===== src/rtl/rtcs_pkg.sv =====
// Shared constants and types of the RTC serial slave
package rtcs_pkg;

  // ----------------------------------------------------------------
  // Slave identifiers and pointer limits
  // ----------------------------------------------------------------
  localparam logic [6:0] RTCS_ID_CSR    = 7'h6F;
  localparam logic [6:0] RTCS_ID_SRAM   = 7'h57;
  localparam logic [7:0] RTCS_CSR_WRAP  = 8'h13;
  localparam logic [7:0] RTCS_SRAM_WRAP = 8'h7F;
  localparam logic [7:0] RTCS_PTR_RST   = 8'h00;
  localparam logic [7:0] RTCS_PTR_STEP  = 8'h01;

  // ----------------------------------------------------------------
  // Bit counting and buffering
  // ----------------------------------------------------------------
  localparam logic [3:0] RTCS_BYTE_BITS  = 4'h8;
  localparam logic [3:0] RTCS_CNT_RST    = 4'h0;
  localparam logic [3:0] RTCS_CNT_STEP   = 4'h1;
  localparam int         RTCS_FIFO_DEPTH = 4;
  localparam int         RTCS_SYNC_W     = 2;

  // ----------------------------------------------------------------
  // Types
  // ----------------------------------------------------------------
  typedef enum logic [3:0] {
    ST_IDLE   = 4'h0,
    ST_ADDR   = 4'h1,
    ST_WADDR  = 4'h2,
    ST_WDATA  = 4'h3,
    ST_ACK    = 4'h4,
    ST_RDATA  = 4'h5,
    ST_RACK   = 4'h6,
    ST_IGNORE = 4'h7
  } rtcs_state_type;

  typedef struct packed {
    logic scl;
    logic sda;
    logic scl_rise;
    logic scl_fall;
    logic start;
    logic stop;
  } rtcs_ev_type;

  typedef struct packed {
    logic       sram;
    logic [7:0] addr;
    logic [7:0] data;
  } rtcs_wr_type;

endpackage : rtcs_pkg


===== src/rtl/rtcs_pin_sync.sv =====
// Two-flop synchroniser and bus condition detector for the serial pins
`timescale 1ns/100ps
module rtcs_pin_sync
  import rtcs_pkg::*;
(
  // Clock and reset
  input  wire logic        i_clk,
  input  wire logic        i_srst,
  // Pins
  input  wire logic        i_scl,
  input  wire logic        i_sda,
  // Events
  output rtcs_ev_type      o_ev
);

  logic [RTCS_SYNC_W-1:0] meta_r;
  logic [RTCS_SYNC_W-1:0] sync_r;
  logic [RTCS_SYNC_W-1:0] prev_r;
  logic [RTCS_SYNC_W-1:0] pin_in;

  assign pin_in = {i_scl, i_sda};

  // ----------------------------------------------------------------
  // Per-pin stages; idle lines are high
  // ----------------------------------------------------------------
  genvar g;
  generate
    for (g = 0; g < RTCS_SYNC_W; g++) begin : g_pin
      always_ff @(posedge i_clk) begin
        if (i_srst) begin
          meta_r[g] <= 1'b1;
          sync_r[g] <= 1'b1;
          prev_r[g] <= 1'b1;
        end else begin
          meta_r[g] <= pin_in[g];
          sync_r[g] <= meta_r[g];
          prev_r[g] <= sync_r[g];
        end
      end
    end
  endgenerate

  // Only the second and third stages feed logic
  assign o_ev.scl      = sync_r[1];
  assign o_ev.sda      = sync_r[0];
  assign o_ev.scl_rise = sync_r[1] & ~prev_r[1];
  assign o_ev.scl_fall = ~sync_r[1] & prev_r[1];
  assign o_ev.start    = sync_r[1] & prev_r[1] & prev_r[0] & ~sync_r[0];
  assign o_ev.stop     = sync_r[1] & prev_r[1] & ~prev_r[0] & sync_r[0];

endmodule : rtcs_pin_sync


===== src/rtl/rtcs_fifo.sv =====
// Small flop-based FIFO with valid/ready on both sides
`timescale 1ns/100ps
module rtcs_fifo #(
  parameter int WIDTH = 17,
  parameter int DEPTH = 4
) (
  // Clock and reset
  input  wire logic             i_clk,
  input  wire logic             i_srst,
  // Fill side
  input  wire logic             i_in_valid,
  output logic                  o_in_ready,
  input  wire logic [WIDTH-1:0] i_in_data,
  // Drain side
  output logic                  o_out_valid,
  input  wire logic             i_out_ready,
  output logic [WIDTH-1:0]      o_out_data
);

  localparam int AW = (DEPTH > 1) ? $clog2(DEPTH) : 1;

  logic [WIDTH-1:0] mem_r [DEPTH];
  logic [AW-1:0]    wr_r;
  logic [AW-1:0]    rd_r;
  logic [AW:0]      cnt_r;
  logic             push;
  logic             pop;

  assign o_in_ready  = (cnt_r != (AW+1)'(DEPTH));
  assign o_out_valid = (cnt_r != '0);
  assign push        = i_in_valid & o_in_ready;
  assign pop         = o_out_valid & i_out_ready;
  assign o_out_data  = mem_r[rd_r];

  always_ff @(posedge i_clk) begin
    if (push) begin
      mem_r[wr_r] <= i_in_data;
    end
  end

  always_ff @(posedge i_clk) begin
    if (i_srst) begin
      wr_r  <= '0;
      rd_r  <= '0;
      cnt_r <= '0;
    end else begin
      if (push) wr_r <= (wr_r == AW'(DEPTH-1)) ? '0 : wr_r + AW'(1);
      if (pop) rd_r <= (rd_r == AW'(DEPTH-1)) ? '0 : rd_r + AW'(1);
      cnt_r <= cnt_r + (AW+1)'(push) - (AW+1)'(pop);
    end
  end

endmodule : rtcs_fifo


===== src/rtl/rtcs_slave.sv =====
// Byte-level transaction engine of the RTC serial slave
// Contract
// - Device acknowledges address, word address and data byte of a write.
// - After a completed write the interface returns to standby awaiting START.
// - Device acknowledges every instruction byte (three in a random read, one in a current-address read) before driving any data.
// - Device keeps sending bytes while master acknowledges after each eighth bit.
// - Pointer loads from word address and increments once per transmitted byte.
// - Pointer at 13h (clock registers) or 7Fh (SRAM) wraps to 00h; data continues for every acknowledge.
// - Only identifiers 1101111 (clock registers) and 1010111 (SRAM) are acknowledged.
// - Pointer clears to 00h at power-up.
// - Every byte travels most significant bit first.
`timescale 1ns/100ps
module rtcs_slave
  import rtcs_pkg::*;
#(
  parameter int FIFO_DEPTH = RTCS_FIFO_DEPTH
) (
  // Clock and reset
  input  wire logic        i_clk,
  input  wire logic        i_srst,
  // Serial pins, open drain
  input  wire logic        i_scl,
  output logic             o_scl_out,
  output logic             o_scl_oe,
  input  wire logic        i_sda_in,
  output logic             o_sda_out,
  output logic             o_sda_oe,
  // Read data fetch
  output logic             o_rd_sram,
  output logic [7:0]       o_rd_addr,
  input  wire logic [7:0]  i_rd_data,
  output logic             o_rd_strobe,
  // Write stream
  output logic             o_wr_valid,
  input  wire logic        i_wr_ready,
  output rtcs_wr_type      o_wr,
  // Status
  output logic             o_busy
);

  // ----------------------------------------------------------------
  // Declarations
  // ----------------------------------------------------------------
  rtcs_ev_type    ev;
  rtcs_state_type state_r, state_nxt;
  rtcs_state_type after_r, after_nxt;
  logic [3:0]     cnt_r, cnt_nxt;
  logic [7:0]     sh_r, sh_nxt;
  logic [7:0]     ptr_r, ptr_nxt;
  logic [7:0]     waddr_r, waddr_nxt;
  logic           sda_oe_r, sda_oe_nxt;
  logic           sram_r, sram_nxt;
  logic           pend_r, pend_nxt;
  logic           mack_r, mack_nxt;
  logic           strobe_r;
  logic           rx_state;
  logic           rx_done;
  logic           id_csr;
  logic           id_sram;
  logic           id_match;
  logic           at_wrap;
  logic [7:0]     ptr_inc;
  logic           load_byte;
  logic           fifo_ready;
  logic           push;
  rtcs_wr_type    wr_entry;

  // ----------------------------------------------------------------
  // Pin synchroniser
  // ----------------------------------------------------------------
  rtcs_pin_sync u_sync (
    .i_clk  (i_clk),
    .i_srst (i_srst),
    .i_scl  (i_scl),
    .i_sda  (i_sda_in),
    .o_ev   (ev)
  );

  // ----------------------------------------------------------------
  // Write buffer
  // ----------------------------------------------------------------
  assign wr_entry.sram = sram_r;
  assign wr_entry.addr = waddr_r;
  assign wr_entry.data = sh_r;
  assign push          = pend_r & (state_r == ST_ACK);

  rtcs_fifo #(
    .WIDTH ($bits(rtcs_wr_type)),
    .DEPTH (FIFO_DEPTH)
  ) u_fifo (
    .i_clk       (i_clk),
    .i_srst      (i_srst),
    .i_in_valid  (push),
    .o_in_ready  (fifo_ready),
    .i_in_data   (wr_entry),
    .o_out_valid (o_wr_valid),
    .i_out_ready (i_wr_ready),
    .o_out_data  (o_wr)
  );

  // ----------------------------------------------------------------
  // Decode
  // ----------------------------------------------------------------
  assign rx_state  = (state_r == ST_ADDR) | (state_r == ST_WADDR) | (state_r == ST_WDATA);
  assign rx_done   = (cnt_r == RTCS_BYTE_BITS);
  assign id_csr    = (sh_r[7:1] == RTCS_ID_CSR);
  assign id_sram   = (sh_r[7:1] == RTCS_ID_SRAM);
  assign id_match  = id_csr | id_sram;
  assign at_wrap   = (ptr_r == (sram_r ? RTCS_SRAM_WRAP : RTCS_CSR_WRAP));
  assign ptr_inc   = at_wrap ? RTCS_PTR_RST : ptr_r + RTCS_PTR_STEP;
  // Next byte is fetched after the instruction or on a master acknowledge
  assign load_byte = ev.scl_fall & ~ev.start & ~ev.stop &
                     (((state_r == ST_ACK) & (after_r == ST_RDATA)) |
                      ((state_r == ST_RACK) & mack_r));

  // ----------------------------------------------------------------
  // Next state
  // ----------------------------------------------------------------
  always_comb begin
    state_nxt  = state_r;
    after_nxt  = after_r;
    cnt_nxt    = cnt_r;
    sh_nxt     = sh_r;
    ptr_nxt    = ptr_r;
    waddr_nxt  = waddr_r;
    sda_oe_nxt = sda_oe_r;
    sram_nxt   = sram_r;
    pend_nxt   = pend_r;
    mack_nxt   = mack_r;
    if (ev.start) begin
      state_nxt  = ST_ADDR;
      cnt_nxt    = RTCS_CNT_RST;
      sda_oe_nxt = 1'b0;
      pend_nxt   = 1'b0;
    end else if (ev.stop) begin
      state_nxt  = ST_IDLE;
      sda_oe_nxt = 1'b0;
      pend_nxt   = 1'b0;
    end else if (load_byte) begin
      sh_nxt     = i_rd_data;
      sda_oe_nxt = ~i_rd_data[7];
      ptr_nxt    = ptr_inc;
      cnt_nxt    = RTCS_CNT_RST;
      state_nxt  = ST_RDATA;
    end else begin
      case (state_r)
        ST_ADDR, ST_WADDR, ST_WDATA: begin
          if (ev.scl_rise && !rx_done) begin
            sh_nxt  = {sh_r[6:0], ev.sda};
            cnt_nxt = cnt_r + RTCS_CNT_STEP;
          end else if (ev.scl_fall && rx_done) begin
            state_nxt  = ST_ACK;
            sda_oe_nxt = 1'b1;
            cnt_nxt    = RTCS_CNT_RST;
            if (state_r == ST_ADDR) begin
              if (!id_match) begin
                state_nxt  = ST_IGNORE;
                sda_oe_nxt = 1'b0;
              end else begin
                sram_nxt  = id_sram;
                after_nxt = sh_r[0] ? ST_RDATA : ST_WADDR;
              end
            end else if (state_r == ST_WADDR) begin
              waddr_nxt = sh_r;
              ptr_nxt   = sh_r;
              after_nxt = ST_WDATA;
            end else begin
              pend_nxt  = 1'b1;
              after_nxt = ST_IDLE;
            end
          end
        end
        ST_ACK: begin
          if (pend_r && fifo_ready) begin
            pend_nxt = 1'b0;
          end
          if (ev.scl_fall) begin
            sda_oe_nxt = 1'b0;
            state_nxt  = after_r;
          end
        end
        ST_RDATA: begin
          if (ev.scl_rise) begin
            cnt_nxt = cnt_r + RTCS_CNT_STEP;
          end else if (ev.scl_fall) begin
            if (rx_done) begin
              sda_oe_nxt = 1'b0;
              state_nxt  = ST_RACK;
            end else begin
              sh_nxt     = {sh_r[6:0], 1'b0};
              sda_oe_nxt = ~sh_r[6];
            end
          end
        end
        ST_RACK: begin
          if (ev.scl_rise) begin
            mack_nxt = ~ev.sda;
          end else if (ev.scl_fall) begin
            state_nxt = ST_IDLE;
          end
        end
        ST_IDLE, ST_IGNORE: begin
          sda_oe_nxt = 1'b0;
        end
        default: begin
          state_nxt  = ST_IDLE;
          sda_oe_nxt = 1'b0;
        end
      endcase
    end
  end

  // ----------------------------------------------------------------
  // Registers
  // ----------------------------------------------------------------
  always_ff @(posedge i_clk) begin
    if (i_srst) begin
      state_r  <= ST_IDLE;
      after_r  <= ST_IDLE;
      cnt_r    <= RTCS_CNT_RST;
      sh_r     <= 8'h00;
      ptr_r    <= RTCS_PTR_RST;
      waddr_r  <= 8'h00;
      sda_oe_r <= 1'b0;
      sram_r   <= 1'b0;
      pend_r   <= 1'b0;
      mack_r   <= 1'b0;
      strobe_r <= 1'b0;
    end else begin
      state_r  <= state_nxt;
      after_r  <= after_nxt;
      cnt_r    <= cnt_nxt;
      sh_r     <= sh_nxt;
      ptr_r    <= ptr_nxt;
      waddr_r  <= waddr_nxt;
      sda_oe_r <= sda_oe_nxt;
      sram_r   <= sram_nxt;
      pend_r   <= pend_nxt;
      mack_r   <= mack_nxt;
      strobe_r <= load_byte;
    end
  end

  // ----------------------------------------------------------------
  // Outputs
  // ----------------------------------------------------------------
  // Full buffer stretches the data acknowledge low instead of dropping the byte
  assign o_scl_oe    = pend_r & ~fifo_ready & (state_r == ST_ACK);
  assign o_scl_out   = 1'b0;
  assign o_sda_out   = 1'b0;
  assign o_sda_oe    = sda_oe_r;
  assign o_rd_sram   = sram_r;
  assign o_rd_addr   = ptr_r;
  assign o_rd_strobe = strobe_r;
  assign o_busy      = (state_r != ST_IDLE) & (state_r != ST_IGNORE);
endmodule : rtcs_slave


===== config.mk =====
export PLATFORM = sky130hd
export DESIGN_NAME = rtcs_slave
export DESIGN_NICKNAME = d
export VERILOG_FILES = /design/src/rtl/rtcs_pkg.sv /design/src/rtl/rtcs_pin_sync.sv /design/src/rtl/rtcs_fifo.sv /design/src/rtl/rtcs_slave.sv
export SDC_FILE = /design/constraint.sdc
export NUM_CORES = 1
export LEC_CHECK = 0
export BUFFER_PORTS_ARGS = -buffer_cell sky130_fd_sc_hd__buf_2
export CAP_MARGIN = 5
export CELL_PAD_IN_SITES_DETAIL_PLACEMENT = 0
export CELL_PAD_IN_SITES_GLOBAL_PLACEMENT = 2
export CORE_MARGIN = 3
export CORE_UTILIZATION = 41
export DETAILED_ROUTE_END_ITERATION = 6
export PLACE_DENSITY = 0.92
export SLEW_MARGIN = 15
export SYNTH_ARGS = -nofsm -noshare
export SYNTH_HDL_FRONTEND = slang
export SYNTH_HIERARCHICAL = 1
export SYNTH_SLANG_ARGS = --single-unit
export TNS_END_PERCENT = 100

===== constraint.sdc =====
create_clock -name i_clk -period 3.23 [get_ports i_clk]
set_input_delay 0.646 -clock i_clk [delete_from_list [all_inputs] [get_ports i_clk]]
set_output_delay 0.646 -clock i_clk [all_outputs]
set_load 0.03 [all_outputs]

After elaboration in Yosys (flattened, before gate mapping)
Memory sizes are Yosys's and may differ from the RTL's. A register that Yosys moved wholly into a read port is not among the register bits.
Index checks and enable logic that the tools add are counted.

storage, ports and cells
  output and inout bits = 33
  input port bits = 13
  bits in registers = 54
  logic and storage cells = 203
  memories = 1
  RAM bits = 68

memories
  memory        depth  width  read ports  clocked after memory_dff  write ports  RTL line         source
  u_fifo.mem_r  4      17     1           1                         1            rtcs_fifo.sv:22  logic [WIDTH-1:0] mem_r [DEPTH];

operators by class
  equal/unequal tests = 53
  muxes and demuxes = 59
  add/sub/neg operators = 6
  bitwise gates (word level) = 33
  reductions and logical operators = 29

operator list
  kind                 count
  $mux 8               12
  $mux 4               14
  $ne 5x5->1 const B   8
  $ne 3x3->1 const B   12
  $ne 2x2->1 const B   15
  $reduce_and 7->1     4
  $reduce_and 9->1     3
  $eq 4x3->1 const B   5
  $pmux 4 s5           1
  $and 1x1->1          18
  $mux 1               18
  $pmux 8 s2           1
  $reduce_and 8->1     2
  $eq 7x7->1 const B   2
  $mux 2               7
  $not 1->1            13
  $add 8x1->8 const B  1
  $eq 4x2->1 const B   2
  $eq 8x7->1           1
  $ne 4x4->1 const B   2
  $pmux 4 s2           1
  $reduce_bool 2->1    4
  $mux 7               1
  $mux 3               2
  23 further kinds     31

Depth between registers and ports, before layout
  depth after elaboration = 10
  gate-level depth with buffers = 12
  depth with buffers taken out = 11

By module
The synthesis kept the hierarchy.

by module, submodules not included
  module         instances  cells each  seq. area each (um2)  area an instance (um2)
  rtcs_fifo      1          138         2222.1                2935.3
  rtcs_slave     1          294         780.7                 2326.0
  rtcs_pin_sync  1          16          120.1                 190.2

Worst setup path after synthesis
OpenSTA, ideal clock, no wires.

  path type = register -> register
  start = reg state_r[2]
  end = reg u_fifo.cnt_r[2]
  buffers on the path = 1
  arrival time = 2.275 ns
  path slack = 0.877 ns
  cell stages (with the launch flop) = 13
  clock period less this slack = 2.353 ns
  data required time = 3.152 ns
  setup time = 0.078 ns
  cell sequence = dfxtp_1 > buf_2 > nor3b_2 > and2_1 > nand2_2 > ha_1 > inv_1 > ha_1 > inv_1 > fa_1 > xor2_1 > and2_1 > nor3_1

between the ends
  cells in the longest elaborated chain, start to end = 5

RTL lines
  item                      RTL line           source
  start: declaration        rtcs_slave.sv:45   rtcs_state_type state_r, state_nxt;
  start signal: assignment  rtcs_slave.sv:230  state_r <= state_nxt;
  $eq 4x3->1                rtcs_slave.sv:85   assign push = pend_r & (state_r == ST_ACK);
  $and 1x1->1               rtcs_slave.sv:85
  named net push            rtcs_slave.sv:65   logic push;
  $and 1x1->1               rtcs_fifo.sv:31    assign push = i_in_valid & o_in_ready;
  $add 3x1->3               rtcs_fifo.sv:49    cnt_r <= cnt_r + (AW+1)'(push) - (AW+1)'(pop);
  $sub 3x1->3               rtcs_fifo.sv:49
  end signal: assignment    rtcs_fifo.sv:49
  end: declaration          rtcs_fifo.sv:25    logic [AW:0] cnt_r;

The timed path passes the listed nets, and every way through them passes these cells.
A chain may end at the register's enable or synchronous reset.

Final worst setup path
  start = reg state_r[1]
  end = reg u_fifo.cnt_r[2]

Same word-level chain as after synthesis.

==> run summary <==
* sky130_fd_sc_hd__dfxtp_1 — worst-path cell with the longest stage delay
* 1040 uW — P_sw
* flip-flop — startpoint type of the worst setup path
* 41.5% — share of total power in sequential cells
* sky130_fd_sc_hd__clkbuf_16 — master cell of the clock root buffer
* 6 — Ys Warns
* 25.4% — net switching share of the total power
* 17 — maximum fanout encountered on the critical timing path
* 0.287 mV — worst supply voltage drop on vdd
* 0 — cts-stage hold buffer count
* 0.00971 ns — largest clock skew in the final design
* 3.56 ns — data required time at the worst endpoint
* 0 — number of antenna cells inserted
* 0 — Final Max Tran Viols
* 5.42 — via count normalized by instance count
* 0.840 — weighted congestion reported at the end of routability-driven placement
* 0 — total congestion overflow
* reg2reg — type of the worst setup path
* 24.0% — layout cell share with drive strength beyond 1
* 17 — TritonCTS buffer count
* 41 — Rows
* 0 — number of antenna violations at the first check in global routing
* 0 — number of violations of the max-capacitance limit
* 0.00224 uW — leakage power figure
* 4 — maximum level of the CTS H-tree
* 16.9% — Synth-to-Final Area Change
* 7.78% — multiplexer share of the synthesized area
* 37.5% — share of the synthesized area in the top cell type
* 168 — first-iteration detailed-routing DRC count
* built — clock tree from TritonCTS
* 644 — Inst Count DP
* 3742 — via count of the first global-routing pass
* 12800 um2 — core region area
* 122 — clock sink total
* 0 — number of setup violations in the final report
* 121 um — die width
* 43 — total of buffers placed on input and output ports
* 43 — largest net degree at the start of global routing
* 14700 um2 — die area
* 3060 uW — Power Internal
* 0.161% — Post-Synth XOR/XNOR Area
* 0% — share of synthesized flip-flops with an asynchronous set or reset
* 0.383 GHz — Highest Clock Rate
* flip-flop — CP Capture Type
* sky130_fd_sc_hd__edfxtp_1 — dominant cell type by area after synthesis
* sky130_fd_sc_hd__edfxtp_1 — leading cell type in the layout, fill and taps excluded
* 3664 — via count
* 515 — net count reported at finish
* false — RSZ-0062 raised after global routing
* 12.2 um2 — per-instance average area after synthesis
* 13.1% — part of the power in combinational logic
* 11.8% — share of the synthesized area in compound gates (AO/OA/AOI/OAI)
* 2.94 ns — critical path arrival
* sky130_fd_sc_hd__edfxtp_1 (68), sky130_fd_sc_hd__dfxtp_1 (54), sky130_fd_sc_hd__nand2_1 (46) — commonest non-fill, non-tap cells in the layout
* 42.5% — effective utilization at floorplan
* 0.46 ns — maximum single-stage delay on the critical path
* 4 — first-pass detailed-route iteration total
* 45.4% — clock share of power
* 57.3% — sequential element share of the synthesized area
* 2 — buffer depth of the longest clock path
* 0.06 ns — Clk pin slew, worst setup/hold paths
* 0 ns — setup total negative slack
* 676 — final cell count without fillers
* 17.2% — gr usage total
* 2 — Buffers & Inverters on Critical Path
* 11800 um — wirelength, routed
* reg2reg — path type of the worst min-delay path
* 71 — Synth cell types
* 7770 um — half-perimeter wire length after placement
* 5780 um2 — DP Area
* 46 — number of I/O pins
* 644 nW/um2 — power density over the cells
* 46.5% — relative max-transition margin
* simple AND/OR/NAND/NOR gates — dominant combinational cell family by area after synthesis
* 121 um — Die Y
* 17.5 um — WL per Instance
* sky130_fd_sc_hd__edfxtp_1 — most used flip-flop cell after synthesis
* nor3b_2 -> and2_1 -> nand2_2 -> ha_1 -> inv_1 -> ha_1 -> inv_1 -> fa_1 -> xor2_1 -> and2_1 -> nor3_1 — cells along the critical path
* 0 — residual DRC count
* 0 — endpoints failing hold
* 16.6% — synthesized-area fraction occupied by and/or/nand/nor cells
* 122 — register bit count reported by yosys
* 80.9% — share of the cycle needed by the critical path after routing
* 6370 um2 — Final Cell Area
* 0 — Post-DRT Antenna Nets
* 0.802 ns — transition time at the pin with the least slew margin
* sky130_fd_sc_hd__edfxtp_1 (37%), sky130_fd_sc_hd__dfxtp_1 (20%), sky130_fd_sc_hd__mux4_2 (7.0%), sky130_fd_sc_hd__nand2_1 (3.2%), sky130_fd_sc_hd__a21oi_1 (2.4%) — leading post-synthesis cells by cell area
* 5450 um2 — post-synthesis instance area
* 0.41 ns — clock latency of the later-clocked register in the worst-skew pair
* simple AND/OR/NAND/NOR gates — Top delay family on crit path
* 448 — post-synthesis cell count
* 4110 uW — Overall Power
* 2.66% — adder-cell share of the synthesized area
* 2.61 ns — final critical path time including I/O delays and setup
* 68 — number of flops mapped to enable cells by yosys
* 19500 um — first-pass GRT wire length
* 0 — number of resized instances in the post-cts repair step
* finished clean — result of the run
* 0 — number of post-CTS setup repair buffers
==> area by class of cell <==
| type | count | area (um2) |
|---|---|---|
| tap | 172 | 215 |
| clock buffer | 19 | 453 |
| timing repair buffer | 50 | 268 |
| fill | 1134 | 6450 |
| clock inverter | 13 | 140 |
| sequential | 122 | 3120 |
| multi-input combinational | 289 | 2130 |
| inverter | 11 | 41.3 |
==> synthesized netlist by cell type, types with 2 or more instances <==
cell                        n
sky130_fd_sc_hd__dfxtp_1   54
sky130_fd_sc_hd__a21o_1     3
sky130_fd_sc_hd__clkbuf_1   8
sky130_fd_sc_hd__nand3b_1   9
sky130_fd_sc_hd__mux4_2    17
sky130_fd_sc_hd__o31ai_1    3
sky130_fd_sc_hd__nand2b_1  10
sky130_fd_sc_hd__edfxtp_1  68
sky130_fd_sc_hd__a211o_1    2
sky130_fd_sc_hd__ha_1      10
sky130_fd_sc_hd__nand3_1    8
sky130_fd_sc_hd__nor2_1    27
sky130_fd_sc_hd__o32ai_1    2
sky130_fd_sc_hd__buf_2      6
sky130_fd_sc_hd__o211ai_1   2
sky130_fd_sc_hd__or3_1      4
sky130_fd_sc_hd__o21ai_0    8
sky130_fd_sc_hd__buf_1      2
sky130_fd_sc_hd__buf_4      7
sky130_fd_sc_hd__and3_2     3
sky130_fd_sc_hd__nand2_1   46
sky130_fd_sc_hd__inv_1     11
sky130_fd_sc_hd__nand2_2    2
sky130_fd_sc_hd__and3_1     6
sky130_fd_sc_hd__or2_2      2
sky130_fd_sc_hd__nor3b_2    2
sky130_fd_sc_hd__or3b_1     3
sky130_fd_sc_hd__buf_6      3
sky130_fd_sc_hd__and2_1     4
sky130_fd_sc_hd__and4b_1    2
sky130_fd_sc_hd__a221oi_2   2
sky130_fd_sc_hd__o21ai_1    4
sky130_fd_sc_hd__a311oi_1  13
sky130_fd_sc_hd__nor2b_1    7
sky130_fd_sc_hd__a31oi_1    8
sky130_fd_sc_hd__nand4_1    2
sky130_fd_sc_hd__a211oi_1   2
sky130_fd_sc_hd__or2_1      6
sky130_fd_sc_hd__mux2i_1    3
sky130_fd_sc_hd__a21oi_1   26
sky130_fd_sc_hd__nor3_1     8
sky130_fd_sc_hd__and3b_1    3
sky130_fd_sc_hd__and4_1     2
==> logic make-up after synthesis <==
| logic type | count (synthesis) |
|---|---|
| compound gates | 90 |
| mux | 21 |
| buf+inv | 38 |
| other cells | 1 |
| xor+xnor | 1 |
| fa+ha+maj | 11 |
| simple gates | 164 |
| flops | 122 |
==> layer usage <==
layer | wire [um] | GRT usage [%] | vias up
met2 | 5950 | 28.8 | 76
li1 | - | - | 1782
met3 | 512 | 5.08 | 14
met4 | 138 | 5.74 | 0
met1 | 5200 | 21.2 | 1792
met5 | 0 | 0 | -
==> sequential cells by signal (all words and copies together), names as in the netlist, 2 cells and up, named ones only <==
name and flops:
u_fifo/mem_r 68, u_sync/o_ev 2, u_fifo/wr_r 2, u_fifo/rd_r 2, state_r 3, u_sync/prev_r 2, u_fifo/cnt_r 3, cnt_r 4
o_rd_addr 8, sh_r 8, after_r 3, u_sync/meta_r 2, waddr_r 8
==> through the flow <==
| stage | hold WS [ns] | util (%) | worst slack (ns) |
|---|---|---|---|
| finish | 0.412 | 49.7 | 0.617 |
| global route | 0.408 | 49.7 | 0.386 |
| CTS | 0.396 | 49.7 | 0.624 |
| detailed placement | 0.396 | 45.1 | 0.637 |
| global placement | 0.395 | 45.1 | 0.742 |
| floorplan | 0.383 | - | 0.877 |
==> power groups by stage <==
stage               registers, uW  logic [uW]  clock network, uW
floorplan                    1710         456                  0
global placement             1730         537                  0
detailed placement           1740         548                  0
CTS                          1700         549               1900
global route                 1710         584               1960
finish                       1700         538               1860
==> worst register-to-register path: stages (launching register included) <==
cell and delay (ns):
sky130_fd_sc_hd__dfxtp_1 0.46, sky130_fd_sc_hd__nor3b_2 0.31, sky130_fd_sc_hd__and2_1 0.32, sky130_fd_sc_hd__nand2_2 0.12, sky130_fd_sc_hd__ha_1 0.30, sky130_fd_sc_hd__inv_1 0.05, sky130_fd_sc_hd__ha_1 0.13, sky130_fd_sc_hd__inv_1 0.04
sky130_fd_sc_hd__fa_1 0.37, sky130_fd_sc_hd__xor2_1 0.16, sky130_fd_sc_hd__and2_1 0.16, sky130_fd_sc_hd__nor3_1 0.12
==> path summary, 6_finish.rpt <==
path	start	slack (ns)	cells past startpoint	end
setup / recovery	state_r[1]	0.62	11	u_fifo/cnt_r[2]
hold / removal	u_sync/meta_r[1]	0.41	1	u_sync/o_ev[5]
setup reg to reg	state_r[1]	0.62	11	u_fifo/cnt_r[2]
hold reg to reg	u_sync/meta_r[1]	0.41	1	u_sync/o_ev[5]
Power figures use the tool's default switching activity.
